[src/rtl/scu_pkg.sv]
package scu_pkg;

  // ----------------------------------------------------------------
  // Register map (byte addresses on the plain register port)
  // ----------------------------------------------------------------
  localparam logic [7:0] SCU_OFF_TXBUF = 8'h00;
  localparam logic [7:0] SCU_OFF_RXBUF = 8'h04;
  localparam logic [7:0] SCU_OFF_BAUD = 8'h08;
  localparam logic [7:0] SCU_OFF_MODE = 8'h0C;
  localparam logic [7:0] SCU_OFF_CTRL = 8'h10;
  localparam logic [7:0] SCU_OFF_IRQ_STAT = 8'h14;
  localparam logic [7:0] SCU_OFF_IRQ_MASK = 8'h18;
  localparam logic [7:0] SCU_OFF_LINE = 8'h1C;

  // ----------------------------------------------------------------
  // Field positions
  // ----------------------------------------------------------------
  localparam int SCU_MD_CKSRC = 0;
  localparam int SCU_MD_PRE = 1;
  localparam int SCU_MD_PAR = 3;
  localparam int SCU_MD_ORDER = 4;
  localparam int SCU_MD_INV = 5;
  localparam int SCU_CT_TXEN = 0;
  localparam int SCU_CT_RXEN = 1;
  localparam int SCU_CT_IRS = 2;
  localparam int SCU_CT_TXEMPTY = 3;
  localparam int SCU_CT_TXIDLE = 4;
  localparam int SCU_CT_RXFULL = 5;
  localparam int SCU_RB_OVR = 12;
  localparam int SCU_RB_FRM = 13;
  localparam int SCU_RB_PAR = 14;
  localparam int SCU_RB_SUM = 15;
  localparam int SCU_IS_TX = 0;
  localparam int SCU_IS_RX = 1;
  localparam int SCU_IS_ERR = 2;

  // ----------------------------------------------------------------
  // Reset values and timing counts
  // ----------------------------------------------------------------
  localparam logic [5:0] SCU_MODE_RST = 6'h08;
  localparam logic [2:0] SCU_CTRL_RST = 3'h0;
  localparam logic [7:0] SCU_BAUD_RST = 8'h00;
  localparam logic [4:0] SCU_PRE_ALL = 5'h1F;
  localparam logic [3:0] SCU_OVS_LAST = 4'hF;
  localparam logic [3:0] SCU_OVS_MID = 4'h7;
  localparam logic [2:0] SCU_LAST_BIT = 3'h7;

  typedef enum logic [2:0] {
    SCU_IDLE = 3'b000,
    SCU_START = 3'b001,
    SCU_DATA = 3'b011,
    SCU_PAR = 3'b010,
    SCU_STOP = 3'b110
  } scu_state_t;

endpackage

[src/rtl/scu_sim_uart.sv]
`timescale 1ns/1ps
// Behaviour
// RULE1: internal clock rate is fi over 16(n+1)
// RULE2: external pin clock rate is fext over 16(n+1)
// RULE3: transmit starts with enable set, buffer full
// RULE4: receive starts with enable set, start bit
// RULE5: source select 1 raises tx irq at end
// RULE6: rx irq when character moves to buffer
// RULE7: overrun flagged at bit before stop
// RULE8: framing error when stop bit missing
// RULE9: parity error drives serial output low
// RULE10: card pulls line low; software samples input
// RULE11: error sum set on any error
// RULE12: overrun leaves buffer, rx irq untouched
// RULE13: direct and inverse character formats supported
// RULE14: serial output is open drain
// RULE15: buffer read clears parity flag, releases line
// RULE16: tx finished irq right after stop bit
// RULE17: software picks format via three select bits
// RULE18: inverse is msb first, inverted levels
module scu_sim_uart (
  // Clock, reset and freeze.
  input wire logic clk,
  input wire logic rst_n,
  input wire logic ce,
  // Register port.
  input wire logic [7:0] addr,
  input wire logic [31:0] wdata,
  input wire logic wr,
  input wire logic rd,
  output logic [31:0] rdata,
  // Serial pins.
  input wire logic ext_clock_pin,
  input wire logic serial_in_pin,
  output logic serial_out_o,
  output logic serial_out_oe,
  // Interrupt.
  output logic irq
);
  import scu_pkg::*;

  // Picks the next bit to shift, honouring the bit order.
  function automatic logic pick_bit(input logic msb_first, input logic [7:0] v);
    pick_bit = msb_first ? v[7] : v[0];
  endfunction

  // Shifts one bit in or out in the configured direction.
  function automatic logic [7:0] shift8(input logic msb_first, input logic [7:0] v,
                                        input logic b);
    shift8 = msb_first ? {v[6:0], b} : {b, v[7:1]};
  endfunction

  // ----------------------------------------------------------------
  // Pin synchronisers
  // ----------------------------------------------------------------
  logic [2:0] ext_s_q, ext_s_d, rxp_s_q, rxp_s_d;
  logic ext_lvl_q, ext_lvl_d, rx_lvl_q, rx_lvl_d, ext_rise;

  // A level is accepted only once the second and third stages agree.
  always_comb begin
    ext_s_d = {ext_s_q[1:0], ext_clock_pin};
    rxp_s_d = {rxp_s_q[1:0], serial_in_pin};
    ext_lvl_d = (ext_s_q[1] == ext_s_q[2]) ? ext_s_q[2] : ext_lvl_q;
    rx_lvl_d = (rxp_s_q[1] == rxp_s_q[2]) ? rxp_s_q[2] : rx_lvl_q;
  end

  always_ff @(posedge clk) begin
    if (!rst_n) begin
      ext_s_q <= 3'h0;
      rxp_s_q <= 3'h7;
      ext_lvl_q <= 1'b0;
      rx_lvl_q <= 1'b1;
    end else if (ce) begin
      ext_s_q <= ext_s_d;
      rxp_s_q <= rxp_s_d;
      ext_lvl_q <= ext_lvl_d;
      rx_lvl_q <= rx_lvl_d;
    end
  end

  assign ext_rise = ext_lvl_d & ~ext_lvl_q;

  // ----------------------------------------------------------------
  // Registers written by software
  // ----------------------------------------------------------------
  logic [5:0] mode_q, mode_d;
  logic [2:0] ctrl_q, ctrl_d;
  logic [7:0] baud_q, baud_d, txbuf_q, txbuf_d;
  logic [2:0] imask_q, imask_d;
  logic wr_tx, rd_rx;

  assign wr_tx = wr && (addr == SCU_OFF_TXBUF);
  assign rd_rx = rd && (addr == SCU_OFF_RXBUF);

  // Plain storage; unmapped writes are dropped.
  always_comb begin
    mode_d = mode_q;
    ctrl_d = ctrl_q;
    baud_d = baud_q;
    txbuf_d = txbuf_q;
    imask_d = imask_q;
    if (wr) begin
      if (addr == SCU_OFF_TXBUF) begin
        txbuf_d = wdata[7:0];
      end else if (addr == SCU_OFF_BAUD) begin
        baud_d = wdata[7:0];
      end else if (addr == SCU_OFF_MODE) begin
        mode_d = wdata[5:0];
      end else if (addr == SCU_OFF_CTRL) begin
        ctrl_d = wdata[2:0];
      end else if (addr == SCU_OFF_IRQ_MASK) begin
        imask_d = wdata[2:0];
      end
    end
  end

  always_ff @(posedge clk) begin
    if (!rst_n) begin
      mode_q <= SCU_MODE_RST;
      ctrl_q <= SCU_CTRL_RST;
      baud_q <= SCU_BAUD_RST;
      txbuf_q <= 8'h00;
      imask_q <= 3'h0;
    end else if (ce) begin
      mode_q <= mode_d;
      ctrl_q <= ctrl_d;
      baud_q <= baud_d;
      txbuf_q <= txbuf_d;
      imask_q <= imask_d;
    end
  end

  logic msb_first, inv, par_odd;
  assign msb_first = mode_q[SCU_MD_ORDER]; // RULE18
  assign inv = mode_q[SCU_MD_INV]; // RULE13
  assign par_odd = ~mode_q[SCU_MD_PAR];

  // ----------------------------------------------------------------
  // Bit clock: prescaler, source select and 16x divider
  // ----------------------------------------------------------------
  logic [4:0] pre_q, pre_d;
  logic [7:0] bdiv_q, bdiv_d;
  logic src_pulse, tick;

  // The divider reloads n, so one tick comes every n+1 source pulses.
  always_comb begin
    pre_d = pre_q + 5'h01;
    case (mode_q[SCU_MD_PRE +: 2])
      2'h0: src_pulse = 1'b1;
      2'h1: src_pulse = pre_q[0];
      2'h2: src_pulse = (pre_q[2:0] == 3'h7);
      default: src_pulse = (pre_q == SCU_PRE_ALL);
    endcase
    if (mode_q[SCU_MD_CKSRC]) begin
      src_pulse = ext_rise; // RULE2
    end
    bdiv_d = bdiv_q;
    tick = 1'b0;
    if (src_pulse) begin
      if (bdiv_q == 8'h00) begin
        bdiv_d = baud_q; // RULE1
        tick = 1'b1;
      end else begin
        bdiv_d = bdiv_q - 8'h01;
      end
    end
  end

  always_ff @(posedge clk) begin
    if (!rst_n) begin
      pre_q <= 5'h00;
      bdiv_q <= 8'h00;
    end else if (ce) begin
      pre_q <= pre_d;
      bdiv_q <= bdiv_d;
    end
  end

  // ----------------------------------------------------------------
  // Transmitter
  // ----------------------------------------------------------------
  scu_state_t tx_st_q, tx_st_d;
  logic [3:0] tx_ph_q, tx_ph_d;
  logic [2:0] tx_bit_q, tx_bit_d;
  logic [7:0] tx_sh_q, tx_sh_d;
  logic tx_par_q, tx_par_d, tx_line_q, tx_line_d, tx_empty_q, tx_empty_d;
  logic tx_load, tx_done, tx_end_bit;

  assign tx_end_bit = tick && (tx_ph_q == SCU_OVS_LAST);

  // Each bit lasts sixteen ticks; parity is kept over line levels.
  always_comb begin
    tx_st_d = tx_st_q;
    tx_ph_d = tick ? tx_ph_q + 4'h1 : tx_ph_q;
    tx_bit_d = tx_bit_q;
    tx_sh_d = tx_sh_q;
    tx_par_d = tx_par_q;
    tx_line_d = tx_line_q;
    tx_load = 1'b0;
    tx_done = 1'b0;
    case (tx_st_q)
      SCU_IDLE: begin
        tx_ph_d = 4'h0;
        tx_line_d = 1'b1;
        if (ctrl_q[SCU_CT_TXEN] && !tx_empty_q && tick) begin // RULE3
          tx_load = 1'b1;
          tx_sh_d = txbuf_q;
          tx_st_d = SCU_START;
          tx_line_d = 1'b0;
          tx_bit_d = 3'h0;
          tx_par_d = par_odd;
        end
      end
      SCU_START: begin
        if (tx_end_bit) begin
          tx_st_d = SCU_DATA;
          tx_line_d = pick_bit(msb_first, tx_sh_q) ^ inv; // RULE18
        end
      end
      SCU_DATA: begin
        if (tx_end_bit) begin
          tx_par_d = tx_par_q ^ tx_line_q;
          tx_sh_d = shift8(msb_first, tx_sh_q, 1'b0);
          tx_bit_d = tx_bit_q + 3'h1;
          tx_line_d = pick_bit(msb_first, tx_sh_d) ^ inv;
          if (tx_bit_q == SCU_LAST_BIT) begin
            tx_st_d = SCU_PAR;
            tx_line_d = tx_par_q ^ tx_line_q;
          end
        end
      end
      SCU_PAR: begin
        if (tx_end_bit) begin
          tx_st_d = SCU_STOP;
          tx_line_d = 1'b1;
        end
      end
      default: begin
        if (tx_end_bit) begin
          tx_st_d = SCU_IDLE;
          tx_done = 1'b1; // RULE16
        end
      end
    endcase
    tx_empty_d = tx_empty_q;
    if (tx_load) begin
      tx_empty_d = 1'b1;
    end else if (wr_tx) begin
      tx_empty_d = 1'b0;
    end
  end

  always_ff @(posedge clk) begin
    if (!rst_n) begin
      tx_st_q <= SCU_IDLE;
      tx_ph_q <= 4'h0;
      tx_bit_q <= 3'h0;
      tx_sh_q <= 8'h00;
      tx_par_q <= 1'b0;
      tx_line_q <= 1'b1;
      tx_empty_q <= 1'b1;
    end else if (ce) begin
      tx_st_q <= tx_st_d;
      tx_ph_q <= tx_ph_d;
      tx_bit_q <= tx_bit_d;
      tx_sh_q <= tx_sh_d;
      tx_par_q <= tx_par_d;
      tx_line_q <= tx_line_d;
      tx_empty_q <= tx_empty_d;
    end
  end

  // ----------------------------------------------------------------
  // Receiver
  // ----------------------------------------------------------------
  scu_state_t rx_st_q, rx_st_d;
  logic [3:0] rx_ph_q, rx_ph_d;
  logic [2:0] rx_bit_q, rx_bit_d;
  logic [7:0] rx_sh_q, rx_sh_d, rxbuf_q, rxbuf_d;
  logic rx_par_q, rx_par_d, rx_full_q, rx_full_d, err_drv_q, err_drv_d;
  logic ovr_q, ovr_d, frm_q, frm_d, perr_q, perr_d, ovr_pend_q, ovr_pend_d;
  logic rx_done, rx_err_ev, rx_smp;

  assign rx_smp = tick && (rx_ph_q == SCU_OVS_LAST);

  // Bits are sampled at mid cell; the start bit is checked at tick 8.
  always_comb begin
    rx_st_d = rx_st_q;
    rx_ph_d = tick ? rx_ph_q + 4'h1 : rx_ph_q;
    rx_bit_d = rx_bit_q;
    rx_sh_d = rx_sh_q;
    rx_par_d = rx_par_q;
    ovr_pend_d = ovr_pend_q;
    rxbuf_d = rxbuf_q;
    rx_done = 1'b0;
    rx_err_ev = 1'b0;
    ovr_d = ovr_q;
    frm_d = frm_q;
    perr_d = perr_q;
    err_drv_d = err_drv_q;
    rx_full_d = rx_full_q;
    if (rd_rx) begin
      rx_full_d = 1'b0;
      ovr_d = 1'b0;
      frm_d = 1'b0;
      perr_d = 1'b0; // RULE15
      err_drv_d = 1'b0; // RULE15
    end
    case (rx_st_q)
      SCU_IDLE: begin
        rx_ph_d = 4'h0;
        if (ctrl_q[SCU_CT_RXEN] && !rx_lvl_q) begin // RULE4
          rx_st_d = SCU_START;
        end
      end
      SCU_START: begin
        if (tick && rx_ph_q == SCU_OVS_MID) begin
          rx_ph_d = 4'h0;
          rx_bit_d = 3'h0;
          rx_par_d = par_odd;
          rx_st_d = rx_lvl_q ? SCU_IDLE : SCU_DATA;
        end
      end
      SCU_DATA: begin
        if (rx_smp) begin
          rx_sh_d = shift8(msb_first, rx_sh_q, rx_lvl_q ^ inv); // RULE18
          rx_par_d = rx_par_q ^ rx_lvl_q;
          rx_bit_d = rx_bit_q + 3'h1;
          if (rx_bit_q == SCU_LAST_BIT) begin
            rx_st_d = SCU_PAR;
          end
        end
      end
      SCU_PAR: begin
        if (rx_smp) begin
          rx_par_d = rx_par_q ^ rx_lvl_q;
          ovr_pend_d = rx_full_q && !rd_rx; // RULE7
          rx_st_d = SCU_STOP;
        end
      end
      default: begin
        if (rx_smp) begin
          rx_st_d = SCU_IDLE;
          if (ovr_pend_q) begin
            ovr_d = 1'b1; // RULE12
            rx_err_ev = 1'b1;
          end else begin
            rxbuf_d = rx_sh_q;
            rx_full_d = 1'b1;
            rx_done = 1'b1; // RULE6
          end
          if (!rx_lvl_q) begin
            frm_d = 1'b1; // RULE8
            rx_err_ev = 1'b1;
          end
          if (rx_par_q) begin
            perr_d = 1'b1;
            err_drv_d = 1'b1; // RULE9
            rx_err_ev = 1'b1;
          end
        end
      end
    endcase
  end

  always_ff @(posedge clk) begin
    if (!rst_n) begin
      rx_st_q <= SCU_IDLE;
      rx_ph_q <= 4'h0;
      rx_bit_q <= 3'h0;
      rx_sh_q <= 8'h00;
      rx_par_q <= 1'b0;
      rxbuf_q <= 8'h00;
      rx_full_q <= 1'b0;
      ovr_pend_q <= 1'b0;
      ovr_q <= 1'b0;
      frm_q <= 1'b0;
      perr_q <= 1'b0;
      err_drv_q <= 1'b0;
    end else if (ce) begin
      rx_st_q <= rx_st_d;
      rx_ph_q <= rx_ph_d;
      rx_bit_q <= rx_bit_d;
      rx_sh_q <= rx_sh_d;
      rx_par_q <= rx_par_d;
      rxbuf_q <= rxbuf_d;
      rx_full_q <= rx_full_d;
      ovr_pend_q <= ovr_pend_d;
      ovr_q <= ovr_d;
      frm_q <= frm_d;
      perr_q <= perr_d;
      err_drv_q <= err_drv_d;
    end
  end

  // Open drain: the pin is only ever pulled low, never driven high.
  assign serial_out_o = 1'b0; // RULE14
  assign serial_out_oe = ~tx_line_q | err_drv_q; // RULE9

  // ----------------------------------------------------------------
  // Interrupt status and read data
  // ----------------------------------------------------------------
  logic [2:0] istat_q, istat_d, iset;
  logic [31:0] rdata_q, rdata_d;
  logic err_sum;

  assign err_sum = ovr_q | frm_q | perr_q; // RULE11

  // A set in the same cycle as a write-one clear wins.
  always_comb begin
    iset = 3'h0;
    iset[SCU_IS_TX] = ctrl_q[SCU_CT_IRS] ? tx_done : tx_load; // RULE5
    iset[SCU_IS_RX] = rx_done;
    iset[SCU_IS_ERR] = rx_err_ev;
    istat_d = istat_q;
    if (wr && addr == SCU_OFF_IRQ_STAT) begin
      istat_d = istat_q & ~wdata[2:0];
    end
    istat_d = istat_d | iset;
    rdata_d = 32'h0000_0000;
    if (rd) begin
      if (addr == SCU_OFF_RXBUF) begin
        rdata_d[7:0] = rxbuf_q;
        rdata_d[SCU_RB_OVR] = ovr_q;
        rdata_d[SCU_RB_FRM] = frm_q;
        rdata_d[SCU_RB_PAR] = perr_q;
        rdata_d[SCU_RB_SUM] = err_sum;
      end else if (addr == SCU_OFF_BAUD) begin
        rdata_d[7:0] = baud_q;
      end else if (addr == SCU_OFF_MODE) begin
        rdata_d[5:0] = mode_q;
      end else if (addr == SCU_OFF_CTRL) begin
        rdata_d[2:0] = ctrl_q;
        rdata_d[SCU_CT_TXEMPTY] = tx_empty_q;
        rdata_d[SCU_CT_TXIDLE] = (tx_st_q == SCU_IDLE);
        rdata_d[SCU_CT_RXFULL] = rx_full_q;
      end else if (addr == SCU_OFF_IRQ_STAT) begin
        rdata_d[2:0] = istat_q;
      end else if (addr == SCU_OFF_IRQ_MASK) begin
        rdata_d[2:0] = imask_q;
      end else if (addr == SCU_OFF_LINE) begin
        rdata_d[0] = rx_lvl_q; // RULE10
      end
    end
  end

  always_ff @(posedge clk) begin
    if (!rst_n) begin
      istat_q <= 3'h0;
      rdata_q <= 32'h0000_0000;
    end else if (ce) begin
      istat_q <= istat_d;
      rdata_q <= rdata_d;
    end
  end

  assign rdata = rdata_q;
  assign irq = |(istat_q & imask_q);
endmodule

[config.mk]
export PLATFORM = sky130hd
export DESIGN_NAME = scu_sim_uart
export DESIGN_NICKNAME = d
export VERILOG_FILES = /design/src/rtl/scu_pkg.sv /design/src/rtl/scu_sim_uart.sv
export SDC_FILE = /design/constraint.sdc
export NUM_CORES = 1
export LEC_CHECK = 0
export ABC_AREA = 1
export BUFFER_PORTS_ARGS = -buffer_cell sky130_fd_sc_hd__buf_2
export CAP_MARGIN = 5
export CORE_ASPECT_RATIO = 1.75
export CORE_MARGIN = 2
export CORE_UTILIZATION = 45
export CTS_CLUSTER_SIZE = 40
export DETAILED_ROUTE_END_ITERATION = 7
export PLACE_DENSITY = 0.66
export SETUP_SLACK_MARGIN = 0.02
export SYNTH_ARGS = -nofsm -noshare
export SYNTH_HDL_FRONTEND = slang
export SYNTH_SLANG_ARGS = --single-unit
[constraint.sdc]
create_clock -name clk -period 2.1 [get_ports clk]
set_input_delay 0.42 -clock clk [delete_from_list [all_inputs] [get_ports clk]]
set_output_delay 0.42 -clock clk [all_outputs]
set_load 0.01 [all_outputs]
### Yosys cells after proc, flatten, opt, wreduce, memory -nomap -nowiden

Index checks and enable logic that the tools add are counted.

* logic and storage cells: 243
* register bits: 118
* output and inout port bits: 35
* input port bits: 47

* bitwise gates (word level): 22
* add/sub/neg operators: 6
* eq/ne operators: 35
* mux-type cells: 100
* reduce and logical (&&, ||, !) cells: 48

Operator list (count)
* $mux 3: 20
* $mux 8: 7
* $mux 1: 52
* $eq 8x5->1 const B: 4
* $mux 4: 6
* $pmux 3 s4: 2
* $reduce_and 7->1: 3
* $ne 2x2->1 const B: 10
* $reduce_and 4->1: 5
* $eq 8x4->1 const B: 2
* $logic_not 8->1: 2
* $pmux 8 s2: 1
* $eq 3x2->1 const B: 4
* $mux 6: 2
* $pmux 3 s2: 2
* $reduce_bool 2->1: 6
* $logic_and 1x1->1: 10
* $reduce_and 5->1: 2
* $eq 3x3->1 const B: 3
* $not 1->1: 9
* $reduce_and 3->1: 3
* $add 4x1->4 const B: 2
* $eq 4x4->1 const B: 2
* $eq 8x3->1 const B: 1
* 31 further kinds: 51

### Depth between registers and ports, before layout

* word-level depth: 10
* gate-level depth with buffers: 14
* depth with buffers taken out: 14

### Worst setup path after synthesis

OpenSTA, ideal clock, no wires.

* kind: reg-to-reg
* from: register pre_q[0]
* to: register tx_bit_q[0]
* clock period less this slack: 1.915 ns
* cell stages (with the launch flop): 14
* buffers on the path: 1
* setup slack: 0.185 ns
* library setup time: 0.067 ns
* data required time: 2.033 ns
* data arrival time: 1.848 ns
* cells stage by stage: dfxtp_1 ha_1 nand2_1 nor2_1 ha_1 nand3_1 nand4_4 nand4_1 nand2_1 nand2_1 nor2_2 buf_4 nand2_1 a21oi_2

* longest elaborated chain between the ends: 7
* elaborated cells on any way between the ends: 10
* classes of those cells: eq/ne (4); mux (3); reduce/logical (3)

Ends and longest elaborated chain
* start, declared: line scu_sim_uart.sv:141 `logic [4:0] pre_q, pre_d;`
* start signal, assigned: line scu_sim_uart.sv:174 `pre_q <= pre_d;`
* $eq 5x5->1 or $eq 3x3->1 (tied branches): line scu_sim_uart.sv:152, scu_sim_uart.sv:151
* $pmux 1 s3 *: line scu_sim_uart.sv:148 `case (mode_q[SCU_MD_PRE +: 2])`
* $mux 1 *: line scu_sim_uart.sv:154 `if (mode_q[SCU_MD_CKSRC]) begin`
* $mux 1 *: line scu_sim_uart.sv:159 `if (src_pulse) begin`
* $logic_and 1x1->1, on equally long branches: line scu_sim_uart.sv:205, scu_sim_uart.sv:189
* $ne 2x2->1 (no line)
* $reduce_and 4->1 (no line) *
* end signal, assigned: line scu_sim_uart.sv:265 `tx_bit_q <= tx_bit_d;`
* end, declared: line scu_sim_uart.sv:184 `logic [2:0] tx_bit_q, tx_bit_d;`

Every way passes the cells marked *; elsewhere a longest branch is shown, timed or not.
A chain may end at the register's enable or synchronous reset.

### Final worst setup path

* from: register pre_q[1]
* to: register tx_sh_q[3]

* longest elaborated chain between the ends: 7
* elaborated cells on any way between the ends: 10
* classes of those cells: eq/ne (4); mux (3); reduce/logical (3)

Ends and longest elaborated chain
* $eq 5x5->1 or $eq 3x3->1 (tied branches): line scu_sim_uart.sv:152, scu_sim_uart.sv:151
* $pmux 1 s3 *: line scu_sim_uart.sv:148
* $mux 1 *: line scu_sim_uart.sv:154
* $mux 1 *: line scu_sim_uart.sv:159
* $logic_and 1x1->1, on equally long branches: line scu_sim_uart.sv:205, scu_sim_uart.sv:189
* $ne 2x2->1 (no line)
* $reduce_and 4->1 (no line) *
* end signal, assigned: line scu_sim_uart.sv:266 `tx_sh_q <= tx_sh_d;`
* end, declared: line scu_sim_uart.sv:185 `logic [7:0] tx_sh_q, tx_sh_d;`

Marks and branches as above.

==> results.yml <==
clocking:
  clk_pin_slew_ns: 0.06
  root_buffer: "clkbuf_16"
  numCtsBuffers: 17
  cts_tree: "built"
  h-tree-depth: 4
  insertion_delay_ns: 0.41
  cts_hold_buf: 0
  cts_max_path_buffers: 2
  clock_sinks: 118
logic_synthesis:
  ys_ff_latch: 118
  synth.cell_area_mm2: 0.00597
  async_reset_ff_share_pct: 0
  yosysTopAreaCell: "dfxtp_1"
  netlist_instances: 872
  synth_flop_cell: "dfxtp_1"
  synth_edf_count: 0
  ys_warn_count: 0
  synth_area_leaders: "dfxtp_1 (40%), nand2_1 (12%), a21oi_1 (7.2%)"
  yosys.area.top_type_share_pct: 39.6
  yosysUniqueCellTypes: 39
  avgSynthCellArea_um2: 6.84
  ys_seq_area_share_pct: 39.6
timing:
  worst_pin_slew_ns: 0.545
  finClkSkew_ns: 0.00892
  min_period_over_period_pct: 97.0
  max_freq_mhz: 491
  rsz0062_at_grt: "true"
  maxSlewHeadroom_pct: 63.6
  tns_ns: 0
  hold_violations: 0
  finalCriticalPeriod_ns: 2.04
  drv_slew: 0
  report.final.setup_viol: 0
worst_hold_path:
  min-delay-start: "serial_in_pin"
  hold_path_end: "rxp_s_q[0]"
  hold_class: "input pin to flip-flop"
  whs_path_depth: 3
layout:
  antennaDiodeCount: 0
  final_core_util_pct: 55.8
  drive_above_1_share_pct: 18.1
  design_area_mm2: 0.00722
  seq_area_mm2: 0.00236
  final_cell_mix: "nand2_1 (179), dfxtp_1 (116), inv_1 (102), nor2_1 (87), a21oi_1 (84)"
  fillers: 1317
  fin_nets: 991
  syn_to_final_growth_pct: 21.1
  layout_commonest_cell: "nand2_1"
  multiInputGateArea_mm2: 0.00313
worst_setup_path:
  r2r.worst_path.cells: 14
  r2r_slack_ns: 0.06
  worstPathCellList: "ha_4 -> nand2_2 -> nor2_2 -> ha_2 -> nand3_2 -> nand4_4 -> nand4_1 -> nand2_1 -> nand2_2 -> inv_2 -> nand2_4 -> clkbuf_16 -> nor2_1 -> nor2_1"
  crit_family: "simple AND/OR/NAND/NOR gates"
  crit_buf_inv: 2
  cp_slowest_stage_delay_ns: 0.35
  cp.required_ns: 2.40
  cp_num_cells: 14
  critical_path_class: "flip-flop to flip-flop"
  worstSetupStartpointType: "flip-flop"
  timing.rr.end: "tx_sh_q[3]"
  r2r-start: "pre_q[1]"
  critPathSlowestCell: "dfxtp_2"
  critPathMaxFanout: 6
  end_kind: "flip-flop"
  arrival_ns: 2.34
grt:
  grt_pass1_wl_um: 25400
  grt_pass1_vias: 5431
  grt_antenna_before_repair: 0
  grt_start_max_net_pins: 83
  grt_usage_pct: 22.4
  grt-ovfl-total: 0
place:
  portBuffers: 36
  place.gp.congestion: 0.880
  dpl-instance-area_mm2: 0.00640
  dp_hpwl_um: 11300
floorplanning:
  dieHeight_um: 156
  row_count: 55
  initial_core_util_pct: 46.1
  die-area_mm2: 0.0142
  fp.coreArea_mm2: 0.0129
  io_pins: 82
  die_x_um: 91.0
route:
  drt-initial-drc-count: 385
  vias: 5748
  post_drt_via_cell_ratio: 5.15
  drtAntennaViolNets: 0
  dr.pass1.iters: 5
  wl_per_cell_um: 14.3
  wl_um: 16000
  post-route-drc-count: 0
power:
  p_per_area_mw_per_mm2: 928
  leakage_nw: 3.16
  max-vdd-ir-drop_uv: 610
  totalPowerFinal_w: 0.00671
outcome:
  status: "finished clean"
flow_run:
  maxCapViolCount: 0
## cell type report
class / count / area share (%)
tap: 171 / 2.96
timing repair buffer: 73 / 7.43
clock inverter: 8 / 1.00
sequential: 118 / 32.7
clock buffer: 23 / 6.89
inverter: 108 / 5.61
multi-input combinational: 616 / 43.4
## state kept, by name, summed over array words and instances, names as in the netlist, 4 cells and up
register,cells
rdata,12
baud_q,8
bdiv_q,8
rx_sh_q,8
rxbuf_q,8
tx_sh_q,8
txbuf_q,8
mode_q,6
pre_q,5
rx_ph_q,4
tx_ph_q,4
## worst min-delay path, stage by stage
cell and delay, ns:
buf_2 0.07, nand2_1 0.04, nand3_1 0.06
## per-stage QoR
| stage | cells | hold slack (ns) | setup slack (ns) |
|---|---|---|---|
| global route | 1117 | 0.236 | -0.0821 |
| global placement | 1076 | 0.434 | 0.0721 |
| floorplan | 892 | 0.425 | 0.185 |
| finish | 1117 | 0.230 | 0.0637 |
| detailed placement | 1076 | 0.444 | 0.0124 |
| CTS | 1107 | 0.227 | 0.0279 |
## layer usage
metal,routed length (um),up-vias,global-route usage [%]
li1,-,2907,-
met1,6410,2677,23.8
met2,8510,132,42.3
met3,513,32,3.80
met4,523,0,11.2
met5,0,-,0
## synth_stat cells (2+ instances only)
library cell	instances
a211oi_1	2
a21oi_1	86
a21oi_2	3
a31oi_1	8
buf_1	3
buf_2	5
buf_4	23
buf_6	2
clkbuf_1	18
dfxtp_1	118
ha_1	10
inv_1	104
inv_2	3
nand2_1	190
nand2_2	5
nand3_1	44
nand4_1	9
nand4_4	2
nor2_1	97
nor2_2	13
nor3_1	13
o211ai_1	9
o21ai_0	84
o221ai_1	2
or2_2	3
xor2_1	3
## power breakdown
part / switching [W] / internal [W] / total [W]
registers: 0.000128 / 0.00239 / 0.00252
clock network: 0.000986 / 0.00177 / 0.00275
logic: 0.000890 / 0.000545 / 0.00143
total: 0.00200 / 0.00470 / 0.00671
## cells by family (layout without fill, tap and decap cells)
kind of cell               after synthesis  in the layout  share of synthesized area [%]
AOI/OAI and AO/OA                      199            199                           17.8
other                                    1             21                         0.0629
buffers and inverters                  159            212                           11.8
adders and majority gates               10             10                           2.10
and+or+nand+nor                        382            383                           28.2
DFF                                    118            118                           39.6
xor gates and xnor gates                 3              3                          0.441
## what timing repair did
item | 4_1_cts | 5_1_grt
gates cloned | 0 | 3
setup endpoints to repair | 2 | 41
pin swaps | 1 | 15
gates resized for setup | 0 | 51
setup buffers | 0 | 7
## worst max path at each step
stage	from	to	slack, ns
2_1_floorplan	pre_q[0]	tx_bit_q[0]	0.19
3_3_place_gp	pre_q[0]	tx_bit_q[2]	0.07
3_5_place_dp	pre_q[0]	tx_bit_q[2]	0.01
4_1_cts	pre_q[0]	tx_bit_q[2]	0.03
5_1_grt	pre_q[1]	rx_st_q[2]	-0.08
6_report	pre_q[1]	tx_sh_q[3]	0.06
Power figures use the tool's default switching activity.
